==> src/sbce_pkg.sv <==
package sbce_pkg;
  // Datapath widths
  localparam int ACC_W = 56;
  localparam int WORD_W = 24;
  localparam int SR_W = 16;
  localparam int CTL_W = 8;
  localparam int CNT_W = 5;
  // Accumulator sign bit and its neighbour
  localparam int ACC_MSB = 55;
  localparam int ACC_NMSB = 54;
  // Opcode fields of and_immediate
  localparam logic [7:0] AND_IMMEDIATE_TOP = 8'h00;
  localparam logic [5:0] AND_IMMEDIATE_LOW = 6'h2E;
  localparam int IMM_LSB = 8;
  localparam logic [1:0] DST_MODE = 2'h0;
  localparam logic [1:0] DST_CCR = 2'h1;
  localparam logic [1:0] DST_OMR = 2'h2;
  // Opcode fields of the accumulator shifts
  localparam logic [3:0] ASL_CODE = 4'h3;
  localparam logic [3:0] ASR_CODE = 4'h2;
  localparam logic [2:0] SHIFT_LOW = 3'h2;
  localparam int SHIFT_ACC_BIT = 3;
  // Opcode fields of bit_test_complement
  localparam logic [7:0] BIT_TEST_COMPLEMENT_TOP = 8'h0B;
  localparam logic [1:0] BIT_TEST_COMPLEMENT_REG_FORM = 2'h3;
  localparam int BIT_TEST_COMPLEMENT_SPACE_BIT = 6;
  localparam logic [4:0] BIT_MAX = 5'h17;
  // Status register layout
  localparam int SR_C = 0;
  localparam int SR_V = 1;
  localparam int SR_Z = 2;
  localparam int SR_N = 3;
  localparam int SR_U = 4;
  localparam int SR_E = 5;
  localparam int SR_L = 6;
  localparam int SR_S0 = 10;
  localparam int SR_S1 = 11;
  localparam logic [SR_W-1:0] SR_IMPL = 16'hAF7F;
  localparam logic [SR_W-1:0] SR_RESET = 16'h0300;
  localparam logic [CTL_W-1:0] OMR_RESET = 8'h00;
  // Lowest bit that E looks at, and upper bit of the pair U compares, per scaling mode
  localparam int SCL_NONE = 47;
  localparam int SCL_DOWN = 48;
  localparam int SCL_UP = 46;
  // Cycle counts in oscillator clocks
  localparam int AND_IMMEDIATE_CYC = 2;
  localparam int SHIFT_CYC = 2;
  localparam int BIT_TEST_COMPLEMENT_CYC = 4;
  typedef enum logic [1:0] {
    ST_IDLE = 2'h0,
    ST_COUNT = 2'h1,
    ST_READ = 2'h2,
    ST_WRITE = 2'h3
  } sbce_state_type;
  typedef enum logic [2:0] {
    OP_NONE = 3'h0,
    OP_AND_IMMEDIATE = 3'h1,
    OP_ASL = 3'h2,
    OP_ASR = 3'h3,
    OP_BIT_TEST_COMPLEMENT = 3'h4
  } sbce_op_type;
endpackage

==> src/sbce_exec.sv <==
// Notes on behaviour
// - and_immediate: top byte zero, immediate bits 15:8, destination field in bits 1:0.
// - and_immediate takes two cycles and one program word.
// - and_immediate to mode_byte or operating_mode_register leaves condition flags alone.
// - arith_shift_left shifts 56 bits up, old MSB to carry, zero in.
// - arith_shift_left sets carry from old bit 55.
// - arith_shift_left sets overflow when result bit 55 changed.
// - arith_shift_left with zero shift count clears carry.
// - arith_shift_left sets limit on limited move or overflow.
// - Both shifts: negative from result bit 55, zero when result is zero.
// - Both shifts: extension and unnormalized flags follow the scaling mode.
// - arith_shift_right shifts down, keeps MSB, old bit 0 to carry.
// - arith_shift_right clears overflow; limit only from a limited move.
// - Shifts take two cycles plus move overhead.
// - bit_test_complement copies bit 0..23 to carry then inverts it, on destinations other than status_register.
// - bit_test_complement off status_register reads then writes with the bus held between.
// - On status_register, a flag in bits 0..6 changes only when selected.
// - On status_register, mode bits 8..11, 13, 15 change only when selected.
// - Other destinations: carry is the tested bit, other flags unchanged.
// - and_immediate ANDs the immediate into the chosen control register.
// - and_immediate to condition_code_byte clears flags where immediate bits are zero.
`timescale 1ns/1ns
module sbce_exec #(
  parameter logic [5:0] SR_REG_CODE = 6'h39 // Register-form code of status_register
) (
  input wire logic clk_sys, // 125 MHz clock
  input wire logic srst, // Synchronous reset
  input wire logic instr_valid, // Instruction offered
  input wire logic [23:0] instr_word, // Opcode word
  output logic instr_ready, // Idle, offer is taken
  output logic instr_done, // One-cycle completion pulse
  output logic instr_illegal, // One-cycle pulse, no effect
  input wire logic [3:0] move_cycles, // Parallel move overhead
  input wire logic move_limited, // Parallel move limited its data
  input wire logic shift_count_zero, // Zero shift count on left shift
  input wire logic acc_load_en, // Load an accumulator
  input wire logic acc_load_sel, // 0 first, 1 second accumulator
  input wire logic [55:0] acc_load_data, // Load value
  input wire logic sr_load_en, // Load status_register
  input wire logic [15:0] sr_load_data, // Load value
  input wire logic omr_load_en, // Load operating_mode_register
  input wire logic [7:0] omr_load_data, // Load value
  output logic [55:0] acc_a, // First accumulator
  output logic [55:0] acc_b, // Second accumulator
  output logic [15:0] status_reg, // status_register
  output logic [7:0] op_mode_reg, // operating_mode_register
  output logic dst_rd_req, // Destination read request
  output logic dst_wr_req, // Destination write request
  output logic [5:0] dst_field, // Address or register field
  output logic [1:0] dst_form, // Opcode bits 15:14
  output logic dst_space, // Memory space select
  output logic [23:0] dst_wdata, // Write data
  input wire logic [23:0] dst_rdata, // Read data, valid with ack
  input wire logic dst_ack, // Access accepted
  output logic bus_lock // Bus held for read-modify-write
);
  sbce_pkg::sbce_state_type state;
  sbce_pkg::sbce_op_type cur_op;
  sbce_pkg::sbce_op_type dec_op;
  logic [23:0] cur_word, rd_data;
  logic [sbce_pkg::CNT_W-1:0] cnt;
  logic cur_zero, accept, commit, bit_test_complement_sr;
  logic [55:0] acc_sel, shift_res;
  logic [15:0] next_sr, bit_test_complement_sr_mask;
  logic [4:0] bit_num;
  logic [1:0] scl;

  // Decode one opcode word into an operation
  function automatic sbce_pkg::sbce_op_type sbce_decode(input logic [23:0] w);
    sbce_decode = sbce_pkg::OP_NONE;
    if (w[23:16] == sbce_pkg::AND_IMMEDIATE_TOP && w[7:2] == sbce_pkg::AND_IMMEDIATE_LOW &&
        w[1:0] != 2'h3) begin
      sbce_decode = sbce_pkg::OP_AND_IMMEDIATE;
    end else if (w[7:4] == sbce_pkg::ASL_CODE && w[2:0] == sbce_pkg::SHIFT_LOW) begin
      sbce_decode = sbce_pkg::OP_ASL;
    end else if (w[7:4] == sbce_pkg::ASR_CODE && w[2:0] == sbce_pkg::SHIFT_LOW) begin
      sbce_decode = sbce_pkg::OP_ASR;
    end else if (w[23:16] == sbce_pkg::BIT_TEST_COMPLEMENT_TOP && !w[7] && !w[5] && w[4:0] <= sbce_pkg::BIT_MAX) begin
      sbce_decode = sbce_pkg::OP_BIT_TEST_COMPLEMENT;
    end
  endfunction

  // Extension and unnormalized flags; k is the lowest integer bit for the scaling mode
  function automatic logic [1:0] sbce_eu(input logic [55:0] r, input logic [1:0] mode);
    int k;
    logic signed [55:0] s;
    logic [55:0] t;
    k = sbce_pkg::SCL_NONE;
    if (mode == 2'h1) begin
      k = sbce_pkg::SCL_DOWN;
    end else if (mode == 2'h2) begin
      k = sbce_pkg::SCL_UP;
    end
    s = r;
    t = s >>> k;
    sbce_eu = {(t != '0) && (t != '1), r[k] == r[k-1]};
  endfunction

  assign dec_op = sbce_decode(instr_word);
  assign instr_ready = (state == sbce_pkg::ST_IDLE);
  assign accept = instr_ready && instr_valid;
  assign commit = (state == sbce_pkg::ST_COUNT) && (cnt == '0);
  assign bit_num = cur_word[4:0];
  assign bit_test_complement_sr = (cur_word[15:14] == sbce_pkg::BIT_TEST_COMPLEMENT_REG_FORM) &&
                   (cur_word[13:8] == SR_REG_CODE);
  assign bit_test_complement_sr_mask = (16'h0001 << bit_num) & sbce_pkg::SR_IMPL;
  assign scl = {status_reg[sbce_pkg::SR_S1], status_reg[sbce_pkg::SR_S0]};
  assign acc_sel = cur_word[sbce_pkg::SHIFT_ACC_BIT] ? acc_b : acc_a;

  // Shift result for either direction
  always_comb begin
    shift_res = acc_sel;
    if (cur_op == sbce_pkg::OP_ASL && !cur_zero) begin
      shift_res = {acc_sel[sbce_pkg::ACC_NMSB:0], 1'b0};
    end else if (cur_op == sbce_pkg::OP_ASR) begin
      shift_res = {acc_sel[sbce_pkg::ACC_MSB], acc_sel[sbce_pkg::ACC_MSB:1]};
    end
  end

  // Sequencer: fixed counts for register work, handshakes for destination access
  always_ff @(posedge clk_sys) begin
    if (srst) begin
      state <= sbce_pkg::ST_IDLE;
      cnt <= '0;
    end else begin
      case (state)
        sbce_pkg::ST_IDLE: begin
          if (accept && dec_op == sbce_pkg::OP_AND_IMMEDIATE) begin
            state <= sbce_pkg::ST_COUNT;
            cnt <= sbce_pkg::CNT_W'(sbce_pkg::AND_IMMEDIATE_CYC - 2);
          end else if (accept && (dec_op == sbce_pkg::OP_ASL || dec_op == sbce_pkg::OP_ASR)) begin
            state <= sbce_pkg::ST_COUNT;
            cnt <= sbce_pkg::CNT_W'(sbce_pkg::SHIFT_CYC - 2) + sbce_pkg::CNT_W'(move_cycles);
          end else if (accept && dec_op == sbce_pkg::OP_BIT_TEST_COMPLEMENT) begin
            if (instr_word[15:14] == sbce_pkg::BIT_TEST_COMPLEMENT_REG_FORM &&
                instr_word[13:8] == SR_REG_CODE) begin
              state <= sbce_pkg::ST_COUNT;
              cnt <= sbce_pkg::CNT_W'(sbce_pkg::BIT_TEST_COMPLEMENT_CYC - 2);
            end else begin
              state <= sbce_pkg::ST_READ;
            end
          end
        end
        sbce_pkg::ST_COUNT: begin
          if (cnt == '0) begin
            state <= sbce_pkg::ST_IDLE;
          end else begin
            cnt <= cnt - 1'b1;
          end
        end
        sbce_pkg::ST_READ: begin
          if (dst_ack) begin
            state <= sbce_pkg::ST_WRITE;
          end
        end
        sbce_pkg::ST_WRITE: begin
          if (dst_ack) begin
            state <= sbce_pkg::ST_IDLE;
          end
        end
        default: begin
          state <= sbce_pkg::ST_IDLE;
        end
      endcase
    end
  end

  // Latch the instruction being worked on
  always_ff @(posedge clk_sys) begin
    if (srst) begin
      cur_op <= sbce_pkg::OP_NONE;
      cur_word <= 24'h000000;
      cur_zero <= 1'b0;
    end else if (accept) begin
      cur_op <= dec_op;
      cur_word <= instr_word;
      cur_zero <= shift_count_zero;
    end
  end

  // Read data captured for the write-back
  always_ff @(posedge clk_sys) begin
    if (srst) begin
      rd_data <= 24'h000000;
    end else if (state == sbce_pkg::ST_READ && dst_ack) begin
      rd_data <= dst_rdata;
    end
  end

  // Destination port; the lock spans both accesses so no other master slips in
  assign dst_rd_req = (state == sbce_pkg::ST_READ);
  assign dst_wr_req = (state == sbce_pkg::ST_WRITE);
  assign bus_lock = dst_rd_req || dst_wr_req;
  assign dst_field = cur_word[13:8];
  assign dst_form = cur_word[15:14];
  assign dst_space = cur_word[sbce_pkg::BIT_TEST_COMPLEMENT_SPACE_BIT];
  assign dst_wdata = rd_data ^ (24'h000001 << bit_num);

  // Next status_register value for the committing instruction
  always_comb begin
    logic [1:0] eu;
    logic ovf;
    eu = sbce_eu(shift_res, scl);
    ovf = acc_sel[sbce_pkg::ACC_MSB] ^ acc_sel[sbce_pkg::ACC_NMSB];
    next_sr = status_reg;
    if (commit && cur_op == sbce_pkg::OP_AND_IMMEDIATE) begin
      if (cur_word[1:0] == sbce_pkg::DST_CCR) begin
        next_sr[7:0] = status_reg[7:0] & cur_word[15:8];
      end else if (cur_word[1:0] == sbce_pkg::DST_MODE) begin
        next_sr[15:8] = status_reg[15:8] & cur_word[15:8];
      end
    end else if (commit && (cur_op == sbce_pkg::OP_ASL || cur_op == sbce_pkg::OP_ASR)) begin
      next_sr[sbce_pkg::SR_N] = shift_res[sbce_pkg::ACC_MSB];
      next_sr[sbce_pkg::SR_Z] = (shift_res == '0);
      next_sr[sbce_pkg::SR_E] = eu[1];
      next_sr[sbce_pkg::SR_U] = eu[0];
      if (cur_op == sbce_pkg::OP_ASL) begin
        next_sr[sbce_pkg::SR_C] = !cur_zero && acc_sel[sbce_pkg::ACC_MSB];
        next_sr[sbce_pkg::SR_V] = !cur_zero && ovf;
        next_sr[sbce_pkg::SR_L] = status_reg[sbce_pkg::SR_L] | move_limited |
                                  (!cur_zero && ovf);
      end else begin
        next_sr[sbce_pkg::SR_C] = acc_sel[0];
        next_sr[sbce_pkg::SR_V] = 1'b0;
        next_sr[sbce_pkg::SR_L] = status_reg[sbce_pkg::SR_L] | move_limited;
      end
    end else if (commit && cur_op == sbce_pkg::OP_BIT_TEST_COMPLEMENT && bit_test_complement_sr) begin
      next_sr = status_reg ^ bit_test_complement_sr_mask;
    end else if (state == sbce_pkg::ST_WRITE && dst_ack) begin
      next_sr[sbce_pkg::SR_C] = rd_data[bit_num];
    end else if (instr_ready && !instr_valid && sr_load_en) begin
      next_sr = sr_load_data & sbce_pkg::SR_IMPL;
    end
  end

  // Status register; outside loads only while idle so flags cannot race an instruction
  always_ff @(posedge clk_sys) begin
    if (srst) begin
      status_reg <= sbce_pkg::SR_RESET;
    end else begin
      status_reg <= next_sr;
    end
  end

  // Operating mode register
  always_ff @(posedge clk_sys) begin
    if (srst) begin
      op_mode_reg <= sbce_pkg::OMR_RESET;
    end else if (commit && cur_op == sbce_pkg::OP_AND_IMMEDIATE && cur_word[1:0] == sbce_pkg::DST_OMR) begin
      op_mode_reg <= op_mode_reg & cur_word[15:8];
    end else if (instr_ready && !instr_valid && omr_load_en) begin
      op_mode_reg <= omr_load_data;
    end
  end

  // Accumulators
  always_ff @(posedge clk_sys) begin
    if (srst) begin
      acc_a <= '0;
      acc_b <= '0;
    end else if (commit && (cur_op == sbce_pkg::OP_ASL || cur_op == sbce_pkg::OP_ASR)) begin
      if (cur_word[sbce_pkg::SHIFT_ACC_BIT]) begin
        acc_b <= shift_res;
      end else begin
        acc_a <= shift_res;
      end
    end else if (instr_ready && !instr_valid && acc_load_en) begin
      if (acc_load_sel) begin
        acc_b <= acc_load_data;
      end else begin
        acc_a <= acc_load_data;
      end
    end
  end

  // Completion and refusal pulses
  always_ff @(posedge clk_sys) begin
    if (srst) begin
      instr_done <= 1'b0;
      instr_illegal <= 1'b0;
    end else begin
      instr_done <= commit || (state == sbce_pkg::ST_WRITE && dst_ack);
      instr_illegal <= accept && dec_op == sbce_pkg::OP_NONE;
    end
  end
endmodule

==> config.mk <==
export PLATFORM = sky130hd
export DESIGN_NAME = sbce_exec
export DESIGN_NICKNAME = d
export VERILOG_FILES = /design/src/sbce_pkg.sv /design/src/sbce_exec.sv
export SDC_FILE = /design/constraint.sdc
export NUM_CORES = 1
export LEC_CHECK = 0
export BUFFER_PORTS_ARGS = -buffer_cell sky130_fd_sc_hd__buf_4
export CAP_MARGIN = 30
export CORE_MARGIN = 4
export CORE_UTILIZATION = 30
export CTS_BUF_LIST = sky130_fd_sc_hd__clkbuf_4 sky130_fd_sc_hd__clkbuf_8
export CTS_CLUSTER_DIAMETER = 60
export DETAILED_ROUTE_END_ITERATION = 16
export PLACE_DENSITY = 0.52
export SYNTH_ARGS = -nofsm -noshare
export SYNTH_HDL_FRONTEND = slang
export SYNTH_SLANG_ARGS = --single-unit
==> constraint.sdc <==
create_clock -name clk_sys -period 2.7 [get_ports clk_sys]
set_input_delay 0.135 -clock clk_sys [delete_from_list [all_inputs] [get_ports clk_sys]]
set_output_delay 0.135 -clock clk_sys [all_outputs]
set_load 0.01 [all_outputs]
==> flow_summary.toml, run 1 <==
[outcome]
status = "completed"

[layout]
final_cell_mix = "buf_4, nand2_1, nor2_1"
stdcell_count = 2348
nFillCells = 3674
drive_gt1_frac = 0.262
mostFrequentLayoutCell = "buf_4"
antenna_cells = 0
layout.nets = 2021
synthToLayoutAreaGrowth_pct = 41.0
final_area_mm2 = 0.0155
largestRegisters = "acc_a (56), acc_b (56), rd_data (24)"

[place]
dpl.cell_count = 2245
place.detailed.hpwl_um = 34200
routabilityCongestion = 0.887
place_area_mm2 = 0.0144
io_buffer_count = 313

[sta]
worst_slew_pin_slew_ns = 0.649
max_freq_mhz = 382
maxSlewViolCount = 0
finClkSkew_ns = 0.0199
whs_ns = 0.0281
min_period_ns = 2.62
final_hold_viol_count = 0
setup_viol = 0
relSlewSlack = 0.555
fin_crit_sh = 0.969

[logic_synthesis]
yosys.cell_types.count = 76
synth_area_mm2 = 0.0110
synthCells = 1495
syn_area_per_cell_um2 = 7.36
synthArstFlopShare = 0
ys_ff_latch = 187
yosysWarnings = 0
syn-num-nets = 1640
ys_seq_area_frac = 0.340
synth-edff-count = 0
synth-main-ff-cell = "dfxtp_1"

[die]
row_count = 69
dieArea_mm2 = 0.0398
die_height_um = 200
start_util = 0.306
die_width_um = 200
core_area_mm2 = 0.0359
ios = 317

[critical_path]
cp_data_arrival_time_ns = 3.01
critPathLaunchType = "flop"
r2r_cells = 7
crit_slowest_cell = "or4b_4"
required_ns = 3.09
worstSetupPathType = "flop to flop"
worst-path-stages = 7
path_max_fanout = 9
reg2reg_slack_ns = 0.08
worstPathCellList = "or4b_4 > buf_4 > a21oi_2 > mux2i_1 > mux2_4 > or4_1 > a31o_1"
cp_slowest_stage_delay_ns = 0.67
end_kind = "flop"
crit_family = "simple AND/OR/NAND/NOR gates"
cp.buffers_inverters = 1

[grt]
antenna_found_initial = 3
grt-ovfl-total = 0
top_usage_layer = "met2"
grt_use_met3 = 0.0550
grt_pass1_vias = 11805
grt_usage = 0.219
grt_max_degree = 73
grtUsageMet1 = 0.294
grt_pass1_wl_um = 68200
grt_util_met2 = 0.353

[cts]
htreeDepth = 4
clock_sinks = 187
cts_tree = "done"
cts_buffers = 17
path_clk_slew_ns = 0.11
clock_latency_ns = 0.50
clock-root-buffer = "clkbuf_8"
cts_buffer_depth = 2

[pwr]
powerDensity_mw_per_mm2 = 392
vdd_drop_max_uv = 299
total_leakage_power_uw = 0.00650
p_int_uw = 4340
pwr-share-clk = 0.318
switching_power_uw = 1750
switching_share = 0.288
seqPwrFrac = 0.482
combPwrFrac = 0.200

[routing]
routed_via_density = 5.17
drt_iter0_markers = 762
routedWlPerCell_um = 19.5
drc = 0
drtPass1Iterations = 6
ant_nets = 0
num_vias = 12144
drt-total-wl_um = 45900

[worst_hold_path]
min_path_type = "input pin to flop"
min_delay_path_depth = 5

[job]
drv_cap = 0
## synthesized netlist by cell type (3+ instances only)
cell type / instances / area share
a2111oi_0: 6 / 0.0048
a211o_1: 4 / 0.0032
a211oi_1: 29 / 0.020
a21oi_1: 175 / 0.080
a21oi_2: 3 / 0.0024
a221oi_1: 7 / 0.0056
a22oi_1: 4 / 0.0027
a31o_2: 5 / 0.0040
a31oi_1: 13 / 0.0074
and2_1: 6 / 0.0034
and3_1: 11 / 0.0063
buf_1: 6 / 0.0020
buf_2: 10 / 0.0045
buf_4: 8 / 0.0055
buf_6: 3 / 0.0031
clkbuf_1: 96 / 0.033
dfxtp_1: 187 / 0.34
ha_1: 3 / 0.0034
inv_1: 16 / 0.0055
mux2_2: 10 / 0.010
mux2i_1: 82 / 0.075
mux4_2: 7 / 0.014
nand2_1: 305 / 0.10
nand2b_1: 4 / 0.0023
nand3_1: 25 / 0.011
nand4_1: 7 / 0.0040
nand4b_1: 3 / 0.0024
nor2_1: 203 / 0.069
nor2b_1: 8 / 0.0045
nor3_1: 25 / 0.011
nor3b_1: 4 / 0.0027
nor4_1: 9 / 0.0051
nor4b_1: 3 / 0.0024
o211ai_1: 15 / 0.010
o21a_1: 76 / 0.052
o21ai_0: 16 / 0.0073
o21ai_1: 10 / 0.0045
o221ai_1: 4 / 0.0032
o31a_1: 3 / 0.0024
o31ai_1: 3 / 0.0020
or3_1: 4 / 0.0023
or4_1: 5 / 0.0034
xnor2_1: 19 / 0.015
xor2_1: 13 / 0.010
## worst paths after layout
kind                          start       endpoint
setup / recovery          cur_op[0]  status_reg[5]
hold / removal    acc_load_data[28]      acc_a[28]
setup reg to reg          cur_op[0]  status_reg[5]
hold reg to reg       status_reg[7]  status_reg[7]
## layer usage
layer	vias up	wire (um)
li1	5969	-
met1	5700	20400
met4	6	839
met5	-	47
met3	45	3500
met2	424	21100
## power by group through the flow
stage	registers, uW	clock network (uW)	logic [uW]
2_1_floorplan	3000	0	537
3_3_place_gp	3000	0	1110
3_5_place_dp	3000	0	1120
4_1_cts	2940	2000	1210
5_1_grt	2950	2110	1330
6_report	2930	1940	1220
## stage by stage
step | power (uW) | setup TNS (ns) | util | worst slack (ns)
2_1_floorplan | 3540 | 0 | - | 0.126
3_3_place_gp | 4110 | 0 | 0.400 | 0.0342
3_5_place_dp | 4120 | 0 | 0.400 | 0.000692
4_1_cts | 6150 | 0 | 0.430 | 0.0146
5_1_grt | 6380 | -0.00425 | 0.432 | -0.00425
6_report | 6090 | 0 | 0.432 | 0.0830
## worst min-delay path: stages
cell and delay (ns):
buf_4 0.08, o21ai_1 0.08, nor2_1 0.09, a21oi_1 0.05
nor2_1 0.07
## what timing repair did
item	CTS	global route
endpoints found under the setup margin	6	22
hold endpoints to repair	73	0
buffers inserted	0	5
cloned	0	1
pin swaps	0	3
gates resized for setup	5	6
hold buffers	67	0
## area by class of cell
class                           instances  area [um2]  area share
Tap cell                              461         577      0.0372
Inverter                               17        63.8     0.00411
Timing Repair Buffer                  484        3990       0.257
Clock inverter                          8        95.1     0.00613
Multi-Input combinational cell       1169        6750       0.435
Sequential cell                       187        3750       0.242
Clock buffer                           22         284      0.0183
## logic make-up after synthesis
logic type	count (synthesis)	share of synthesized area
muxes	100	0.101
adders and majority gates	3	0.00341
buffers and inverters	140	0.0537
DFF	187	0.340
AOI/OAI and AO/OA	398	0.231
xor gates and xnor gates	32	0.0255
and+or+nand+nor	635	0.246
(Power assumes the default switching activity.)
==> run 2, diff against run 1 <==
Settings changed: CORE_UTILIZATION 30 to 28, PLACE_DENSITY 0.52 to 0.49.
==> run 2 against run 1 <==
  * Worst hold slack better by 0.012 ns
  * Critical path depth is 1 lower
  * Cell count is 3.8% higher
  * Sequential share of layout area is 0.71 points lower
  * Cell area is 3.0% higher
  * Core utilization is 2.0 points lower
  * Clock power is 19% higher
  * Setup slack better by 0.045 ns
  * Clock-buffer cell count is 4 lower
  * Die area is 6.9% higher
  * Non-clock buffer count is 31 higher
  * Routed wire length is 2.4% higher
  * Largest power group unchanged
  * Highest routed layer unchanged
==> flow_summary.toml, run 2 (same netlist as run 1, synthesis figures left out) <==
[cts]
path_clk_slew_ns = 0.10
clock-root-buffer = "clkbuf_8"
cts_tree = "done"
clock_sinks = 187
htreeDepth = 4
clock_latency_ns = 0.51
cts_buffers = 17
cts_buffer_depth = 2

[sta]
worst_slack_ns = 0.128
maxSlewViolCount = 0
fin_crit_sh = 0.953
min_period_ns = 2.57
finalSetupTns_ns = 0
max_freq_mhz = 389
worst_slew_pin_slew_ns = 0.547
relSlewSlack = 0.625
finClkSkew_ns = 0.0148
final_hold_viol_count = 0
rsz0062_at_grt = "false"
setup_viol = 0

[routing]
routedWlPerCell_um = 19.3
num_vias = 12326
drt_iter0_markers = 803
drt-total-wl_um = 47000
drc = 0
routed_via_density = 5.06
drtPass1Iterations = 5
ant_nets = 0

[grt]
grt_pass1_vias = 11977
grt_max_degree = 71
grt_pass1_wl_um = 70200
antenna_found_initial = 6
grt-ovfl-total = 0
grt_usage = 0.213

[layout]
synthToLayoutAreaGrowth_pct = 45.2
stdcell_count = 2438
final_cell_mix = "buf_4, nand2_1, nor2_1"
largestRegisters = "acc_a (56), acc_b (56), rd_data (24)"
drive_gt1_frac = 0.265
mostFrequentLayoutCell = "buf_4"
final_area_mm2 = 0.0160
utilization = 0.412
layout.nets = 2051

[die]
row_count = 72
start_util = 0.284
core_area_mm2 = 0.0387
ios = 317
dieArea_mm2 = 0.0425
die_height_um = 206
die_width_um = 206

[critical_path]
path_max_fanout = 16
cp_data_arrival_time_ns = 2.97
end_kind = "flop"
worstSetupPathType = "flop to flop"
critPathLaunchType = "flop"
required_ns = 3.10

[pwr]
total_leakage_power_uw = 0.00668
powerDensity_mw_per_mm2 = 407
vdd_drop_max_uv = 308

[place]
routabilityCongestion = 0.863
io_buffer_count = 313
place_area_mm2 = 0.0145
place.detailed.hpwl_um = 35500
dpl.cell_count = 2313
dp_slack_ns = 0.0211

[job]
drv_cap = 0

[worst_hold_path]
min_path_type = "input pin to flop"

[outcome]
status = "completed"
[run 2: cell count changes in the layout (fill, tap and decap cells not counted), moves of 3 or more]
cell | before | now
bufinv_16 | 2 | 5
dlygate4sd3_1 | 67 | 85
clkinv_2 | 4 | 0
buf_4 | 400 | 412
inv_6 | 0 | 5
clkbuf_4 | 4 | 1
[run 2: worst paths after layout]
kind	cells past startpoint	end	slack (ns)	start
worst min register to register	2	cur_word[6]	0.46	cur_word[6]
worst max register to register	6	status_reg[5]	0.13	cur_zero
worst min-delay path	4	acc_a[16]	0.04	acc_load_data[16]
worst max-delay path	6	status_reg[5]	0.13	cur_zero
[run 2: cell type report]
class / count / area, um2
fillers: 3989 / 22800
multi-input cells: 1168 / 6740
repair buffers: 515 / 4300
flip-flops and latches: 187 / 3750
well taps: 518 / 648
clock buffers: 18 / 241
clock inverters: 14 / 230
inverters: 17 / 63.8
diodes: 1 / 2.50
[run 2: worst max-delay path, stage by stage, from the launching register on]
cell and delay [ns]:
dfxtp_1 0.35, or4b_4 0.66, a2111oi_0 0.41, or4_1 0.20
clkinv_1 0.10, or4_1 0.51, a31o_1 0.23
[run 2: per-stage QoR]
stage               hold WS (ns)  total power [uW]
floorplan                  0.271              3540
global placement           0.388              4130
detailed placement         0.392              4140
CTS                      0.00105              6570
global route              0.0156              6790
finish                    0.0403              6490
[run 2: repair_timing]
action,CTS,global route
endpoints found under the setup margin,2,21
cloned,0,0
hold buffers,85,0
endpoints found under the hold margin,94,0
buffers inserted,0,7
gates resized for setup,2,6
pin swaps,0,3
[run 2: metal layers]
metal / up-vias / routed length [um] / share of wire / track usage
met1: 5822 / 20700 / 0.44 / 0.278
li1: 6031 / - / - / -
met4: 10 / 897 / 0.019 / 0.0592
met5: - / 60 / 0.0013 / 0
met2: 408 / 21400 / 0.46 / 0.342
met3: 55 / 3960 / 0.084 / 0.0635
[run 2: power breakdown]
part / switching [uW] / internal, uW / total [uW]
sequential: 92.5 / 2840 / 2940
clock: 1170 / 1140 / 2310
combinational: 622 / 625 / 1250
